## src/logic/ipf_map.vh

```
/*
  Register map of the peripheral interrupt priority block: byte offsets,
  field positions, bit masks, reset values and the field count.
  Assumes inclusion by the design files of this block only.
*/
`ifndef IPF_MAP_VH
`define IPF_MAP_VH

// Register byte offsets on the APB
`define IPF_OFF_PWM_PAIR_A   12'h000
`define IPF_OFF_PWM_QUAD_B   12'h004
`define IPF_OFF_CMP_PWM      12'h008
`define IPF_OFF_CMP_PAIR     12'h00C
`define IPF_OFF_ADC_LOW      12'h010
`define IPF_OFF_ADC_MID      12'h014

// Field least significant bit positions and field width
`define IPF_FLD_HI           12
`define IPF_FLD_MH           8
`define IPF_FLD_ML           4
`define IPF_FLD_LO           0
`define IPF_FLD_W            3

// Implemented bit masks per register
`define IPF_MASK_PAIR_HIGH   16'h7700
`define IPF_MASK_QUAD        16'h7777
`define IPF_MASK_PAIR_LOW    16'h0077

// Field reset value: priority level 4
`define IPF_PRIO_RESET       3'h4
`define IPF_PRIO_OFF         3'h0

// Number of priority fields
`define IPF_NUM_SRC          18

`endif

```

## src/logic/ipf_prio_field.v

```verilog
/*
  One 3-bit priority field with its reset value and write enable.
  Assumes write data already aligned to the field.
*/
`timescale 1ns/10ps
module ipf_prio_field
(
  input  wire       clock,     // System clock
  input  wire       rst_b,     // Async reset, active low
  input  wire       wr_en,     // Write strobe for this field
  input  wire [2:0] wr_data,   // New field value
  output reg  [2:0] prio_r     // Stored priority
);

`include "ipf_map.vh"

  // Loads level 4 at reset, holds until written
  always @(posedge clock or negedge rst_b)
  begin
    if (!rst_b)
      prio_r <= `IPF_PRIO_RESET; // [RULE4]
    else if (wr_en)
      prio_r <= wr_data; // [RULE4]
  end

endmodule

```

## src/logic/ipf_src_gate.v

```verilog
/*
  Per-source request gate: a source asks the arbiter only when its flag
  and enable are set and its priority code is non-zero.
  Assumes flag and enable are synchronous to the clock.
*/
`timescale 1ns/10ps
module ipf_src_gate
(
  input  wire       clock,     // System clock
  input  wire       rst_b,     // Async reset, active low
  input  wire       flag,      // Source event flag
  input  wire       enable,    // Source enable
  input  wire [2:0] prio,      // Field value
  output reg        req_r,     // Request towards arbiter
  output reg  [2:0] level_r    // Priority level towards arbiter
);

`include "ipf_map.vh"

  // Code is the level itself; zero means the source is off
  always @(posedge clock or negedge rst_b)
  begin
    if (!rst_b)
    begin
      req_r   <= 1'b0;
      level_r <= `IPF_PRIO_OFF;
    end
    else
    begin
      req_r   <= flag & enable & (prio != `IPF_PRIO_OFF); // [RULE3]
      level_r <= prio; // [RULE1] [RULE2]
    end
  end

endmodule

```

## src/logic/ipf_prio_top.v

```verilog
/*
  Peripheral interrupt priority block: six 16-bit registers of 3-bit
  priority fields behind an APB slave, the fields fed to the arbiter.
  Assumes a single clock, APB master synchronous to it, and flag/enable
  inputs from the surrounding interrupt controller.
  Unmapped words answer with an error flag and read as zero.
*/
`timescale 1ns/10ps

// Functional notes
// RULE1 - Field code 7 gives the source priority level 7, the highest.
// RULE2 - Code 1 gives level 1 and every other code gives its binary value.
// RULE3 - Code 0 disables the source so it never requests service.
// RULE4 - Every field resets to level 4 and is readable and writable.
// RULE5 - Unimplemented bits read as zero and ignore writes.
// RULE6 - First PWM register holds gen 2 in 14:12, gen 1 in 10:8, low byte unused.
// RULE7 - Second PWM register holds gens 6, 5, 4, 3 in 14:12, 10:8, 6:4, 2:0.
// RULE8 - Mixed register holds comparator 2, then gens 9, 8, 7 downward.
// RULE9 - Comparator register holds comparator 4 in 6:4 and 3 in 2:0, 15:7 unused.
// RULE10 - First ADC register holds pair 1 in 14:12 and pair 0 in 10:8.
// RULE11 - Second ADC register holds pairs 5, 4, 3, 2 in 14:12, 10:8, 6:4, 2:0.
// RULE12 - Each field drives the arbiter continuously, new value next cycle.
module ipf_prio_top
(
  input  wire        clock,             // System clock, 10 MHz
  input  wire        rst_b,             // Async reset, active low
  input  wire        psel,              // APB select
  input  wire        penable,           // APB access phase
  input  wire        pwrite,            // APB direction, high for write
  input  wire [11:0] paddr,             // APB byte address
  input  wire [31:0] pwdata,            // APB write data
  input  wire [3:0]  pstrb,             // APB byte strobes
  output reg  [31:0] prdata,            // APB read data
  output reg         pready,            // APB ready
  output reg         pslverr,           // APB error on unmapped address
  input  wire [17:0] src_flag,          // Source flags, index order below
  input  wire [17:0] src_enable,        // Source enables
  output wire [17:0] src_req,           // Gated requests to arbiter
  output wire [53:0] src_level,         // Levels to arbiter, 3 bits each
  output wire [2:0]  gen1_pulse_prio,   // Generator 1 priority
  output wire [2:0]  gen2_pulse_prio,   // Generator 2 priority
  output wire [2:0]  gen3_pulse_prio,   // Generator 3 priority
  output wire [2:0]  gen4_pulse_prio,   // Generator 4 priority
  output wire [2:0]  gen5_pulse_prio,   // Generator 5 priority
  output wire [2:0]  gen6_pulse_prio,   // Generator 6 priority
  output wire [2:0]  gen7_pulse_prio,   // Generator 7 priority
  output wire [2:0]  gen8_pulse_prio,   // Generator 8 priority
  output wire [2:0]  gen9_pulse_prio,   // Generator 9 priority
  output wire [2:0]  comparator2_prio,  // Comparator 2 priority
  output wire [2:0]  comparator3_prio,  // Comparator 3 priority
  output wire [2:0]  comparator4_prio,  // Comparator 4 priority
  output wire [2:0]  conv_pair0_prio,   // ADC pair 0 priority
  output wire [2:0]  conv_pair1_prio,   // ADC pair 1 priority
  output wire [2:0]  conv_pair2_prio,   // ADC pair 2 priority
  output wire [2:0]  conv_pair3_prio,   // ADC pair 3 priority
  output wire [2:0]  conv_pair4_prio,   // ADC pair 4 priority
  output wire [2:0]  conv_pair5_prio    // ADC pair 5 priority
);

`include "ipf_map.vh"

  // Register codes of the address decode; code 7 marks a miss
  localparam [2:0] REG_PWM_A = 3'h0;
  localparam [2:0] REG_PWM_B = 3'h1;
  localparam [2:0] REG_CMP_P = 3'h2;
  localparam [2:0] REG_CMP   = 3'h3;
  localparam [2:0] REG_ADC_L = 3'h4;
  localparam [2:0] REG_ADC_M = 3'h5;
  localparam [2:0] REG_NONE  = 3'h7;

  // Source index order: gens 1..9 (0..8), comparators 2..4 (9..11),
  // ADC pairs 0..5 (12..17).
  // Register index and field slot per source; slot 3 = bits 14:12,
  // 2 = 10:8, 1 = 6:4, 0 = 2:0.
  function [2:0] src_reg;
    input integer s;
    begin
      case (s)
        0:       src_reg = REG_PWM_A; // [RULE6] gen 1
        1:       src_reg = REG_PWM_A; // [RULE6] gen 2
        2:       src_reg = REG_PWM_B; // [RULE7] gen 3
        3:       src_reg = REG_PWM_B; // [RULE7] gen 4
        4:       src_reg = REG_PWM_B; // [RULE7] gen 5
        5:       src_reg = REG_PWM_B; // [RULE7] gen 6
        6:       src_reg = REG_CMP_P; // [RULE8] gen 7
        7:       src_reg = REG_CMP_P; // [RULE8] gen 8
        8:       src_reg = REG_CMP_P; // [RULE8] gen 9
        9:       src_reg = REG_CMP_P; // [RULE8] comparator 2
        10:      src_reg = REG_CMP;   // [RULE9] comparator 3
        11:      src_reg = REG_CMP;   // [RULE9] comparator 4
        12:      src_reg = REG_ADC_L; // [RULE10] pair 0
        13:      src_reg = REG_ADC_L; // [RULE10] pair 1
        14:      src_reg = REG_ADC_M; // [RULE11] pair 2
        15:      src_reg = REG_ADC_M; // [RULE11] pair 3
        16:      src_reg = REG_ADC_M; // [RULE11] pair 4
        default: src_reg = REG_ADC_M; // [RULE11] pair 5
      endcase
    end
  endfunction

  function [1:0] src_slot;
    input integer s;
    begin
      case (s)
        0:       src_slot = 2'h2; // gen 1 in 10:8
        1:       src_slot = 2'h3; // gen 2 in 14:12
        2:       src_slot = 2'h0; // gen 3
        3:       src_slot = 2'h1; // gen 4
        4:       src_slot = 2'h2; // gen 5
        5:       src_slot = 2'h3; // gen 6
        6:       src_slot = 2'h0; // gen 7
        7:       src_slot = 2'h1; // gen 8
        8:       src_slot = 2'h2; // gen 9
        9:       src_slot = 2'h3; // comparator 2
        10:      src_slot = 2'h0; // comparator 3
        11:      src_slot = 2'h1; // comparator 4
        12:      src_slot = 2'h2; // pair 0
        13:      src_slot = 2'h3; // pair 1
        14:      src_slot = 2'h0; // pair 2
        15:      src_slot = 2'h1; // pair 3
        16:      src_slot = 2'h2; // pair 4
        default: src_slot = 2'h3; // pair 5
      endcase
    end
  endfunction

  // Address decode, shared by write and read paths
  function [2:0] addr_reg;
    input [11:0] a;
    begin
      case (a)
        `IPF_OFF_PWM_PAIR_A: addr_reg = REG_PWM_A;
        `IPF_OFF_PWM_QUAD_B: addr_reg = REG_PWM_B;
        `IPF_OFF_CMP_PWM:    addr_reg = REG_CMP_P;
        `IPF_OFF_CMP_PAIR:   addr_reg = REG_CMP;
        `IPF_OFF_ADC_LOW:    addr_reg = REG_ADC_L;
        `IPF_OFF_ADC_MID:    addr_reg = REG_ADC_M;
        default:             addr_reg = REG_NONE;
      endcase
    end
  endfunction

  wire [2:0]  acc_reg = addr_reg(paddr);
  wire        acc_hit = (acc_reg != REG_NONE);
  // Writes take effect at the edge that closes the ready cycle, after the wait state
  wire        acc_go  = psel & penable & pready;
  wire [53:0] prio_bus;
  wire [5:0]  reg_wr;

  // One write select per register, shared by all of its fields
  genvar r;
  generate
    for (r = 0; r < 6; r = r + 1)
    begin : gen_reg
      assign reg_wr[r] = acc_go & pwrite & acc_hit & (acc_reg == r);
    end
  endgenerate

  // One field flop and one request gate per source
  genvar g;
  generate
    for (g = 0; g < `IPF_NUM_SRC; g = g + 1)
    begin : gen_src
      localparam [1:0] SLOT = src_slot(g);
      localparam [2:0] REGN = src_reg(g);
      localparam       LSB  = SLOT * 4;
      wire       fld_we;
      wire [2:0] fld_wd;

      // Byte strobe of the lane that holds this field
      assign fld_we = reg_wr[REGN]
                      & pstrb[LSB / 8];
      // Field data from the same lane, lined up to bit 0
      assign fld_wd = pwdata[LSB +: `IPF_FLD_W];

      ipf_prio_field u_field
      (
        .clock   (clock),
        .rst_b   (rst_b),
        .wr_en   (fld_we),
        .wr_data (fld_wd),
        .prio_r  (prio_bus[g*3 +: 3])
      );

      ipf_src_gate u_gate
      (
        .clock   (clock),
        .rst_b   (rst_b),
        .flag    (src_flag[g]),
        .enable  (src_enable[g]),
        .prio    (prio_bus[g*3 +: 3]),
        .req_r   (src_req[g]),
        .level_r (src_level[g*3 +: 3])
      );
    end
  endgenerate

  // Field values straight from their flops to the arbiter
  assign gen1_pulse_prio  = prio_bus[2:0];   // [RULE12]
  assign gen2_pulse_prio  = prio_bus[5:3];
  assign gen3_pulse_prio  = prio_bus[8:6];
  assign gen4_pulse_prio  = prio_bus[11:9];
  assign gen5_pulse_prio  = prio_bus[14:12];
  assign gen6_pulse_prio  = prio_bus[17:15];
  assign gen7_pulse_prio  = prio_bus[20:18];
  assign gen8_pulse_prio  = prio_bus[23:21];
  assign gen9_pulse_prio  = prio_bus[26:24];

  // Comparator fields
  assign comparator2_prio = prio_bus[29:27];
  assign comparator3_prio = prio_bus[32:30];
  assign comparator4_prio = prio_bus[35:33];

  // ADC pair fields
  assign conv_pair0_prio  = prio_bus[38:36];
  assign conv_pair1_prio  = prio_bus[41:39];
  assign conv_pair2_prio  = prio_bus[44:42];
  assign conv_pair3_prio  = prio_bus[47:45];
  assign conv_pair4_prio  = prio_bus[50:48];
  assign conv_pair5_prio  = prio_bus[53:51];

  // Register images; unused bits are hard zero, so writes there vanish.
  // First PWM register: generators 2 and 1, low byte unused
  wire [15:0] img_pwm_a = {1'b0, gen2_pulse_prio,
                           1'b0, gen1_pulse_prio,
                           8'h00}; // [RULE5] [RULE6]

  // Second PWM register: generators 6 down to 3
  wire [15:0] img_pwm_b = {1'b0, gen6_pulse_prio,
                           1'b0, gen5_pulse_prio,
                           1'b0, gen4_pulse_prio,
                           1'b0, gen3_pulse_prio}; // [RULE7]

  // Mixed register: comparator 2 over generators 9 down to 7
  wire [15:0] img_cmp_p = {1'b0, comparator2_prio,
                           1'b0, gen9_pulse_prio,
                           1'b0, gen8_pulse_prio,
                           1'b0, gen7_pulse_prio}; // [RULE8]

  // Comparator register: comparators 4 and 3 in the low byte only
  wire [15:0] img_cmp   = {9'h000, comparator4_prio,
                           1'b0, comparator3_prio}; // [RULE9]

  // First ADC register: pairs 1 and 0, low byte unused
  wire [15:0] img_adc_l = {1'b0, conv_pair1_prio,
                           1'b0, conv_pair0_prio,
                           8'h00}; // [RULE10]

  // Second ADC register: pairs 5 down to 2
  wire [15:0] img_adc_m = {1'b0, conv_pair5_prio,
                           1'b0, conv_pair4_prio,
                           1'b0, conv_pair3_prio,
                           1'b0, conv_pair2_prio}; // [RULE11]

  reg [15:0] rd_img;

  // Read mux; reserved bits and unmapped space read as zero
  always @*
  begin
    case (acc_reg)
      REG_PWM_A: rd_img = img_pwm_a & `IPF_MASK_PAIR_HIGH; // [RULE5]
      REG_PWM_B: rd_img = img_pwm_b & `IPF_MASK_QUAD;
      REG_CMP_P: rd_img = img_cmp_p & `IPF_MASK_QUAD;
      REG_CMP:   rd_img = img_cmp & `IPF_MASK_PAIR_LOW;
      REG_ADC_L: rd_img = img_adc_l & `IPF_MASK_PAIR_HIGH;
      REG_ADC_M: rd_img = img_adc_m & `IPF_MASK_QUAD;
      default:   rd_img = 16'h0000;
    endcase
  end

  // APB answer: one wait state so every output comes from a flop.
  // pready rises after the first access cycle and drops one cycle later.
  wire        acc_first = psel & penable & !pready;

  // Ready pulse; with psel and penable held it repeats every other cycle
  always @(posedge clock or negedge rst_b)
  begin
    if (!rst_b)
      pready <= 1'b0;
    else
      pready <= acc_first;
  end

  // Read data stands only in the ready cycle, zero otherwise
  always @(posedge clock or negedge rst_b)
  begin
    if (!rst_b)
      prdata <= 32'h0000_0000;
    else if (acc_first & !pwrite)
      prdata <= {16'h0000, rd_img};
    else
      prdata <= 32'h0000_0000;
  end

  // Error flag for a miss, only alongside the ready pulse
  always @(posedge clock or negedge rst_b)
  begin
    if (!rst_b)
      pslverr <= 1'b0;
    else
      pslverr <= acc_first & ~acc_hit;
  end

endmodule

```

## config.mk

```make
export PLATFORM = sky130hd
export DESIGN_NAME = ipf_prio_top
export DESIGN_NICKNAME = d
export VERILOG_FILES = /design/src/logic/ipf_prio_field.v /design/src/logic/ipf_src_gate.v /design/src/logic/ipf_prio_top.v
export VERILOG_INCLUDE_DIRS = /design/src /design/src/logic
export SDC_FILE = /design/constraint.sdc
export NUM_CORES = 1
export LEC_CHECK = 0
export BUFFER_PORTS_ARGS = -buffer_cell sky130_fd_sc_hd__buf_2
export CAP_MARGIN = 0
export CORE_UTILIZATION = 30
export CTS_CLUSTER_DIAMETER = 200
export DETAILED_ROUTE_END_ITERATION = 7
export PLACE_DENSITY = 0.51
export SETUP_SLACK_MARGIN = 0.15
export SYNTH_ARGS = -nofsm -noshare
export SYNTH_HDL_FRONTEND = slang
export SYNTH_SLANG_ARGS = --single-unit
```

## constraint.sdc

```tcl
create_clock -name clock -period 3.71 [get_ports clock]
set_input_delay 0.1855 -clock clock [delete_from_list [all_inputs] [get_ports clock]]
set_output_delay 0.1855 -clock clock [all_outputs]
set_load 0.005 [all_outputs]
```

==> summary by stage, run 1 <==
Synth
The gate count after technology mapping is 366. Counting flops with an async set or reset pin after synthesis yields a share of 1.000. The synthesized netlist contains 41 unique library cells. The synthesized design contains 0 enable-type register cells. The most instantiated flip-flop cell in the synthesis netlist is sky130_fd_sc_hd__dfrtp_1. The cell type contributing the most total cell area after synthesis is sky130_fd_sc_hd__dfrtp_1. The post-synthesis sequential area ratio is 0.6454. The cell area after synthesis is 5463 sq um. After synthesis, the mean cell area works out to 14.93 sq um.

Yosys attributes the largest share of cell area to sky130_fd_sc_hd__dfrtp_1 (56%), sky130_fd_sc_hd__mux2_2 (12%), sky130_fd_sc_hd__dfstp_2 (8.7%), sky130_fd_sc_hd__buf_4 (5.2%), sky130_fd_sc_hd__o311a_1 (3.3%). The share of the synthesized area in the top cell type is 0.5589. The count of warnings emitted by yosys is 0.

The synthesized design contains 140 register bits.

Floorplan
The die is 136.9 microns tall. The floorplan step set the die width to 136.9 microns. The starting utilization of the core area is 0.3115.

After floorplanning, the core was divided into 48 placement rows. The floorplan step defined a die boundary enclosing 18,750 sq um. During I/O placement, the number of pins put on the boundary was 249. The core outline area is 17,540 sq um.

Routing
The first detailed-routing pass took 4 iterations. The violation count after the first detailed-route iteration is 214. The detail route stage leaves a number of antenna-violating nets equal to 0. The post-detailed-route DRC marker count is 0. The final wirelength is 14,730 microns.

The mean routed wirelength per cell is 17.50 microns. The number of vias in the routed layout is 3,959. Dividing the detail-routed via count by the number of cells gives 4.702.

Placed design
The post-place setup slack is 94.72 ps. The half-perimeter wire length of the detailed placement result is 10,670 microns. In this run, placement finished with an instance count of 784. During placement, the flow inserted port buffers numbering 206.

The last weighted congestion value of the routability-driven placer is 0.7565.

Final layout
The number of diodes is 0. Relative to the synthesized area, the layout overhead comes to 38.43%. The count of cells in the finished layout, fillers not included, comes to 842. Of the cells placed in the final design, the portion with a size suffix greater than 1 is 0.5656.

The final layout net count is 694.

Clock tree
The number of buffers inserted to repair setup after CTS is 0. Counting along the longest clock path gives a buffer depth of 2. The clock latency on the worst-skew pair is 420 ps.

The total CTS buffers is 17. The clock tree synthesis step divided the H-tree into 4 levels. The cell sitting at the root of the clock tree is a sky130_fd_sc_hd__clkbuf_16. The clock transition at the register clock pins on the worst setup and hold paths after CTS is 60 ps. The TritonCTS clock tree is yes.

For this design, the sink count on the clock tree is 140.

Global route
The met2 demand-to-capacity share in global routing is 0.2590. For this run, the total global-route usage over all layers was measured as 0.1632. The initial antenna violation count is 0.

The via count of the first global-routing pass was 3,891. The met3 usage is 0.04037. Entering global routing, the biggest net connects 96 pins.

The first-pass GRT wire length is 22,560 microns. The overflow left after global routing is 0. The layer flagged by global routing as most heavily used is met2. The met1 demand-to-capacity share in global routing is 0.2155.

Worst hold path
In this run the worst hold path is classified as in2reg.

STA
Setup violations remaining at the end of the flow were counted as 0. Based on the critical path, the design can be clocked at up to 312.0 MHz. The number of hold violations in the final report is 0. Measured against its own limit, the worst slew margin works out to 0.2837. Dividing the final minimum period by the clock period gives 0.8639. Adding up every negative setup slack in the final design gives 0 ps.

The transition time of the tightest slew-check pin is 1068 ps. Between clock sinks in the finished design, the worst skew comes to 9.977 ps. The final count of pins violating max slew came to 0. The post-layout worst setup margin is 504.8 ps. Setup repair after global routing left no endpoint under its margin. The routed design could run at a clock period as short as 3205 ps.

Power and ir drop
The switching power is 695.9 uW. The design draws 3.545 mW. The internal portion of the total power is 2.849 mW.

The relative contribution of combinational cells to total power is 0.035. Of the total power, registers draw 0.432. Of the total power, the clock network draws 0.533. The reported leakage power is 4.235 nW. For this design the ratio of total power to cell area is 468.7 nW/um^2. The proportion of total power due to net switching is 0.1963. VDD sags by at most 0.3090 mV.

Critical path
In this run the worst path has a maximum fanout of 6. The endpoint required time on the critical path is 4000 ps. The largest stage delay on the critical path is 630 ps.

STA classifies the critical path endpoint as a register. For the worst setup path, the data arrival time is 3500 ps. The launching element type of the critical path is an input port. On the critical path, the stage with the largest delay is an instance of sky130_fd_sc_hd__or4bb_1. Traced cell by cell, the critical path runs through buf_2 -> or4_4 -> or3_1 -> or3b_2 -> ha_1 -> buf_4 -> or4bb_1 -> nor3_4 -> mux2_2. The worst setup path is of the in2reg kind.

Flow run
The total of max-cap violations is 0.

Outcome
The flow ran to the end, and the final reports show no timing, DRC or antenna violations.
==> layout make-up <==
| type | instances | area [sq um] |
|---|---|---|
| clock inverters | 9 | 180.2 |
| repair buffers | 247 | 1410 |
| inverters | 4 | 15.01 |
| flip-flops and latches | 140 | 3526 |
| well taps | 225 | 281.5 |
| clock buffers | 23 | 488.0 |
| multi-input cells | 194 | 1662 |
| fillers | 1664 | 9975 |
==> power by group through the flow <==
stage	Combinational, mW	Clock, mW	Sequential (mW)
floorplan	0.0408	0	1.56
global placement	0.107	0	1.56
detailed placement	0.110	0	1.56
CTS	0.127	1.93	1.53
global route	0.140	2.01	1.53
finish	0.125	1.89	1.53
==> flip-flops by register name, summed over array words and instances (netlist names) <==
| signal | count |
|---|---|
| prdata | 12 |
| gen_src.u_gate.req_r | 18 |
| gen_src.u_gate.level_r | 54 |
| pslverr | 1 |
| pready | 1 |
| gen_src.u_field.prio_r | 54 |
==> routing by layer <==
layer  vias up  routed length, microns
met5         -                       0
met4         0                     199
li1       1793                       -
met3        12                     839
met2       144                    7142
met1      2010                    6552
==> per-stage QoR <==
step / area (sq um) / hold WS (ps) / util
floorplan: 5534 / -110.1 / -
global placement: 6634 / 306.1 / 0.3783
detailed placement: 6634 / 329.0 / 0.3783
CTS: 7562 / 0.5835 / 0.4312
global route: 7562 / 2.360 / 0.4312
finish: 7562 / 21.21 / 0.4312
==> cell usage in the layout (no fill, tap or decap), drive strengths merged, types with 3 or more instances in the layout <==
| cell type | synthesis | final |
|---|---|---|
| a222oi | 10 | 10 |
| clkbuf | 5 | 23 |
| bufinv | 0 | 5 |
| nand3b | 4 | 4 |
| a31oi | 3 | 3 |
| nand2 | 8 | 8 |
| dfrtp | 122 | 122 |
| or4b | 3 | 3 |
| nor3 | 6 | 6 |
| dlygate4sd3 | 0 | 26 |
| nor4 | 11 | 11 |
| o311a | 18 | 18 |
| buf | 42 | 221 |
| o21ai | 10 | 10 |
| dfstp | 18 | 18 |
| conb | 1 | 20 |
| nor2 | 14 | 14 |
| or3b | 3 | 3 |
| or3 | 3 | 3 |
| mux2 | 61 | 61 |
| a21oi | 4 | 4 |
| inv | 4 | 6 |
==> synthesized netlist by cell type (2+ instances only) <==
cell type and n:
sky130_fd_sc_hd__nor2_4 2, sky130_fd_sc_hd__o21ai_0 10, sky130_fd_sc_hd__nor4_2 2, sky130_fd_sc_hd__buf_2 2
sky130_fd_sc_hd__nand2_1 8, sky130_fd_sc_hd__nor3_4 5, sky130_fd_sc_hd__mux2_2 60, sky130_fd_sc_hd__o311a_1 18
sky130_fd_sc_hd__buf_6 2, sky130_fd_sc_hd__a31oi_1 3, sky130_fd_sc_hd__nor4_1 8, sky130_fd_sc_hd__or3_1 3
sky130_fd_sc_hd__or4b_2 3, sky130_fd_sc_hd__clkbuf_1 5, sky130_fd_sc_hd__buf_4 38, sky130_fd_sc_hd__or3b_2 3
sky130_fd_sc_hd__a222oi_1 10, sky130_fd_sc_hd__dfrtp_1 122, sky130_fd_sc_hd__a21oi_1 4, sky130_fd_sc_hd__dfstp_2 18
sky130_fd_sc_hd__nand3b_1 4, sky130_fd_sc_hd__inv_1 4, sky130_fd_sc_hd__a32o_1 2, sky130_fd_sc_hd__nor2_1 12
sky130_fd_sc_hd__a22oi_1 2
==> kinds of logic after synthesis <==
group                      after synthesis  share of synthesized area
muxes                                   61                     0.1257
buffers and inverters                   51                    0.06436
DFF                                    140                     0.6454
AOI/OAI and AO/OA                       52                    0.07902
and+or+nand+nor                         60                    0.08246
adders and majority gates                1                   0.002290
other                                    1                  0.0006865
==> what timing repair did <==
action / in CTS / in global routing
gates resized for setup: 0 / 0
hold buffers: 26 / 0
setup endpoints to repair: 0 / 0
endpoints found under the hold margin: 101 / 0
==> worst max-delay path: cells and delay by family <==
| kind | cells | cell delay (ps) |
|---|---|---|
| simple gates | 5 | 2410 |
| mux | 1 | 390 |
| buf+inv | 2 | 260 |
| fa+ha+maj | 1 | 230 |
==> worst paths after layout <==
| path | start | endpoint | slack [ps] | cells after the start |
|---|---|---|---|---|
| worst max-delay path | paddr[1] | gen_src[16].u_field.prio_r[1]$_DFFE_PN0P_ | 500 | 9 |
| worst min-delay path | src_enable[16] | gen_src[16].u_gate.req_r$_DFF_PN0_ | 20 | 2 |
| worst max register to register | pready$_DFF_PN0_ | gen_src[16].u_field.prio_r[1]$_DFFE_PN0P_ | 1820 | 4 |
| worst min register to register | gen_src[5].u_field.prio_r[2]$_DFFE_PN1P_ | gen_src[5].u_gate.level_r[2]$_DFF_PN0_ | 430 | 0 |
| max in group asynchronous | rst_b | gen_src[9].u_field.prio_r[2]$_DFFE_PN1P_ | 2360 | 3 |
| min in group asynchronous | rst_b | gen_src[7].u_gate.req_r$_DFF_PN0_ | 430 | 2 |
Note: power is estimated with default switching activity, not from simulation.
==> inputs of run 2 (changes only) <==
--- a/config.mk
+++ b/config.mk
@@ -6,6 +6,7 @@
 export SDC_FILE = /design/constraint.sdc
 export NUM_CORES = 1
 export LEC_CHECK = 0
+export ABC_AREA = 1
 export BUFFER_PORTS_ARGS = -buffer_cell sky130_fd_sc_hd__buf_2
 export CAP_MARGIN = 0
 export CORE_UTILIZATION = 30
==> summary by stage, run 2 <==
Clock tree
The clock transition at the register clock pins on the worst setup and hold paths after CTS came to 60 ps (about the same). The total CTS buffers came to 17 (unchanged). The number of H-tree levels is 4 (unchanged). The root buffer cell is sky130_fd_sc_hd__clkbuf_16.

The clock latency on the worst-skew pair is 420 ps (about the same). The number of gates given a new drive strength after cts is 0 (unchanged). The TritonCTS clock tree is yes.

The number of buffers on the longest clock path is 2 (unchanged). The number of clock sinks seen by CTS is 140 (unchanged).

Final layout
The top cell types in the final layout, fill and taps aside, are sky130_fd_sc_hd__buf_2 (205), sky130_fd_sc_hd__dfrtp_1 (122), sky130_fd_sc_hd__nand2_1 (101). The share of the core filled with cells is 0.4160 (-0.01524). The share of cells above drive strength 1 came to 0.3979 (-0.1678). The final layout net count was 831 (+20%). The number of diodes came to 0 (unchanged).

The number of fill cells in the layout is 1,766 (+6.1%). The storage element area is 3526 sq um (unchanged). The area growth from synthesis to final layout is 35.18%. The largest registers in the layout are gen_src.u_field.prio_r x54, gen_src.u_gate.level_r x54, gen_src.u_gate.req_r x18.

The footprint of the multi-input gates came to 1597 sq um (-3.9%). The library cell used most frequently in the layout, excluding fill and tap cells, is sky130_fd_sc_hd__buf_2.

Floorplan
The area of the die is 19,100 sq um (+1.8%). The top-level port count is 249 (unchanged). The die height is 138.2 microns (+0.92%). The starting utilization of the core area is 0.3077 (-0.003788). The core outline area is 18,090 sq um (+3.1%). The horizontal die dimension is 138.2 microns (+0.92%). The cell row count is 49 (+2.1%).

Outcome
The flow ran to the end, but the final reports show violations. The final reports fail on DRC.

Critical path
On the critical path, the stage with the largest delay is an instance of sky130_fd_sc_hd__nand3_1. The register-to-register setup slack is 1860 ps (+40 ps). The endpoint required time on the critical path is 4000 ps (about the same). The arrival time at the worst endpoint is 2430 ps (-1070 ps).

The top fanout value on the critical path is 12 (+6). The buffering stage count on the worst path with inverters included was 1 (-1). The total stage count of the critical path came to 11 (+2). The cell seen most often among critical-path stages is sky130_fd_sc_hd__nand2_1. STA classifies the critical path startpoint as an input port. The length in cells of the worst reg-to-reg path is 5 (+1). The signal on the critical path passes through buf_2 -> nor2_1 -> nand2_1 -> nor2_4 -> nand3_2 -> ha_1 -> a21boi_0 -> nor3b_2 -> nand3_1 -> nand2_1 -> o21ai_1. The family with the most delay on the worst path is simple AND/OR/NAND/NOR gates. The category of the critical setup timing path is in2reg. The largest stage delay on the critical path is 440 ps (-190 ps). The worst setup path is captured at a register.

Synth
The share of the synthesized area in the top cell type is 0.5486 (-0.01030). The count of state elements after synthesis is 140 (unchanged). The synthesized area per cell is 10.83 sq um (-27%). The most used flip-flop cell after synthesis is sky130_fd_sc_hd__dfrtp_1. The post-synthesis sequential area ratio is 0.6335 (-0.01190). The count of warnings emitted by yosys is 0 (unchanged). sky130_fd_sc_hd__dfrtp_1 is the most common cell in the netlist. The post-synthesis cell type count is 29 (-29%). The gate count after technology mapping came to 514 (+40%).

Ranked by total cell area, the synthesized netlist is headed by sky130_fd_sc_hd__dfrtp_1 (55%), sky130_fd_sc_hd__dfstp_2 (8.5%), sky130_fd_sc_hd__nand2_1 (6.8%), sky130_fd_sc_hd__buf_4 (5.1%), sky130_fd_sc_hd__nand3_1 (3.9%). The synthesized design spends more area on one cell type than any other, namely sky130_fd_sc_hd__dfrtp_1. The cell area after synthesis came to 5565 sq um (+1.9%). The share of async-settable or async-resettable flops after synthesis is 1.000 (unchanged). Counting instances in the post-synthesis netlist gives the leading cell types as sky130_fd_sc_hd__dfrtp_1 (122), sky130_fd_sc_hd__nand2_1 (101), sky130_fd_sc_hd__nand3_1 (43). The number of enable-type register cells in the synthesized netlist came to 0 (unchanged).

Global route
The pin count of the biggest net entering global routing is 86 (-10%). The initial antenna violation count was 0 (unchanged). The overflow left after global routing is 0 (unchanged). The via count of the first global-routing pass is 4,708 (+21%). The first-pass GRT wire length came to 24,830 microns (+10%). The global-route usage over all layers is 0.1688 (+0.005616).

Routing
The violation count after the first detailed-route iteration is 176 (-18%). The number of vias in the routed layout is 4,430 (+12%). The mean routed wirelength per cell is 15.39 microns (-12%). The residual antenna-violating net count after detailed routing was 0 (unchanged).

The number of search-and-repair iterations in the first detailed-routing pass was 6 (+2). The post-detailed-route DRC marker count is 32 (+32). The post-detailed-route via-to-cell ratio is 4.507 (-4.2%). The final wirelength came to 15,120 microns (+2.6%).

Power and ir drop
The maximum vdd drop came to 0.3035 mV (-1.8%). The power per cell area is 448.4 nW/um^2 (-4.3%). The reported leakage power is 4.345 nW (+2.6%).

Worst hold path
The number of instances on the worst hold path is 2 (unchanged). The classification of the worst-slack hold path is in2reg.

STA
The number of hold violations in the final report is 0 (unchanged). The relative slew slack is 0.4812 (+0.1975). Setup repair after global routing left no endpoint under its margin. The fmax came to 467.8 MHz (+50%). The final count of pins violating max slew is 0 (unchanged). The number of setup violations in the final report is 0 (unchanged).

The worst clock skew is 9.440 ps (-0.5367 ps). The minimum period implied by the final worst setup slack is 2137 ps (-1068 ps). The transition time of the tightest slew-check pin is 771.1 ps (-297.0 ps). The final total negative setup slack is 0 ps (unchanged). The final worst-path cycle share is 0.5761 (-0.2878).

Placed design
The half-perimeter wire length of the detailed placement result is 11,000 microns (+3.0%). The last weighted congestion value of the routability-driven placer is 0.8017 (+6.0%). The number of buffers inserted by port buffering came to 206 (unchanged).

Flow run
The total of max-cap violations is 0 (unchanged).
==> run 2: cell types whose count changed after synthesis, moves of 5 or more <==
cell                       before  now
sky130_fd_sc_hd__nand2_2        0   14
sky130_fd_sc_hd__clkbuf_1       5    0
sky130_fd_sc_hd__mux2_2        60    0
sky130_fd_sc_hd__o21ai_0       10   18
sky130_fd_sc_hd__nand4_1        0    7
sky130_fd_sc_hd__nor2_1        12   25
sky130_fd_sc_hd__nor4_1         8    1
sky130_fd_sc_hd__a222oi_1      10    0
sky130_fd_sc_hd__o21ai_1        0   24
sky130_fd_sc_hd__inv_1          4   37
sky130_fd_sc_hd__buf_2          2    9
sky130_fd_sc_hd__o21ai_2        0   12
sky130_fd_sc_hd__nand3_1        1   43
sky130_fd_sc_hd__nand2_1        8  101
==> run 2: logic make-up (layout without fill, tap and decap cells) <==
logic type | after synthesis | in the layout | synth area share
AND/OR/NAND/NOR | 208 | 208 | 0.1799
flip-flops | 140 | 140 | 0.6335
buffers and inverters | 90 | 311 | 0.09240
AO/OA/AOI/OAI | 74 | 74 | 0.09128
adder cells (fa/ha/maj) | 1 | 1 | 0.002248
other | 1 | 20 | 0.0006738
==> run 2: layout make-up <==
cell class	count	area share
clock inverter	11	0.01879
tap	229	0.03808
timing repair buffer	239	0.1811
sequential	140	0.4687
multi-input combinational	303	0.2122
clock buffer	21	0.06120
inverter	40	0.01996
==> run 2: layer usage <==
metal,routed length (microns),GRT usage,vias to the layer above
li1,-,-,2100
met5,0,0,-
met1,6001,0.1864,2134
met2,7814,0.3010,173
met4,263,0.06387,0
met3,1045,0.05611,23
==> run 2: power by group <==
part           internal [mW]  switching, mW  leakage (nW)
registers               1.53       0.000720          1.89
clock network           1.09          0.638         0.289
logic                 0.0445         0.0720          2.17
total                   2.66          0.710          4.34
==> run 2: path summary, 6_finish.rpt <==
path                                                            from                                   endpoint
max                                                         paddr[7]  gen_src[12].u_field.prio_r[1]$_DFFE_PN0P_
min                                                      src_flag[6]          gen_src[6].u_gate.req_r$_DFF_PN0_
max reg2reg                                         pready$_DFF_PN0_  gen_src[12].u_field.prio_r[1]$_DFFE_PN0P_
min reg2reg                gen_src[15].u_field.prio_r[2]$_DFFE_PN1P_    gen_src[15].u_gate.level_r[2]$_DFF_PN0_
max in group asynchronous                                      rst_b   gen_src[0].u_field.prio_r[2]$_DFFE_PN1P_
min in group asynchronous                                      rst_b  gen_src[12].u_field.prio_r[1]$_DFFE_PN0P_
==> run 2: through the flow <==
stage	worst slack, ps	total power [mW]	hold WS, ps	instances	cell area, sq um
floorplan	1725	1.596	-110.1	533	5637
global placement	1201	1.658	277.0	920	6611
detailed placement	1129	1.661	296.1	920	6611
CTS	1575	3.419	1.401	983	7523
global route	1297	3.507	1.760	983	7523
finish	1573	3.374	7.670	983	7523
==> run 2: worst reg2reg max path: cells and delay by family, from the launching register on <==
family / cells / cell delay [ps]
AOI/OAI and AO/OA: 1 / 80
and+or+nand+nor: 4 / 1250
DFF: 1 / 390
==> run 2: what timing repair did <==
| action | in CTS | in global routing |
|---|---|---|
| hold endpoints to repair | 86 | 0 |
| hold buffers | 31 | 0 |
| setup buffers | 0 | 0 |
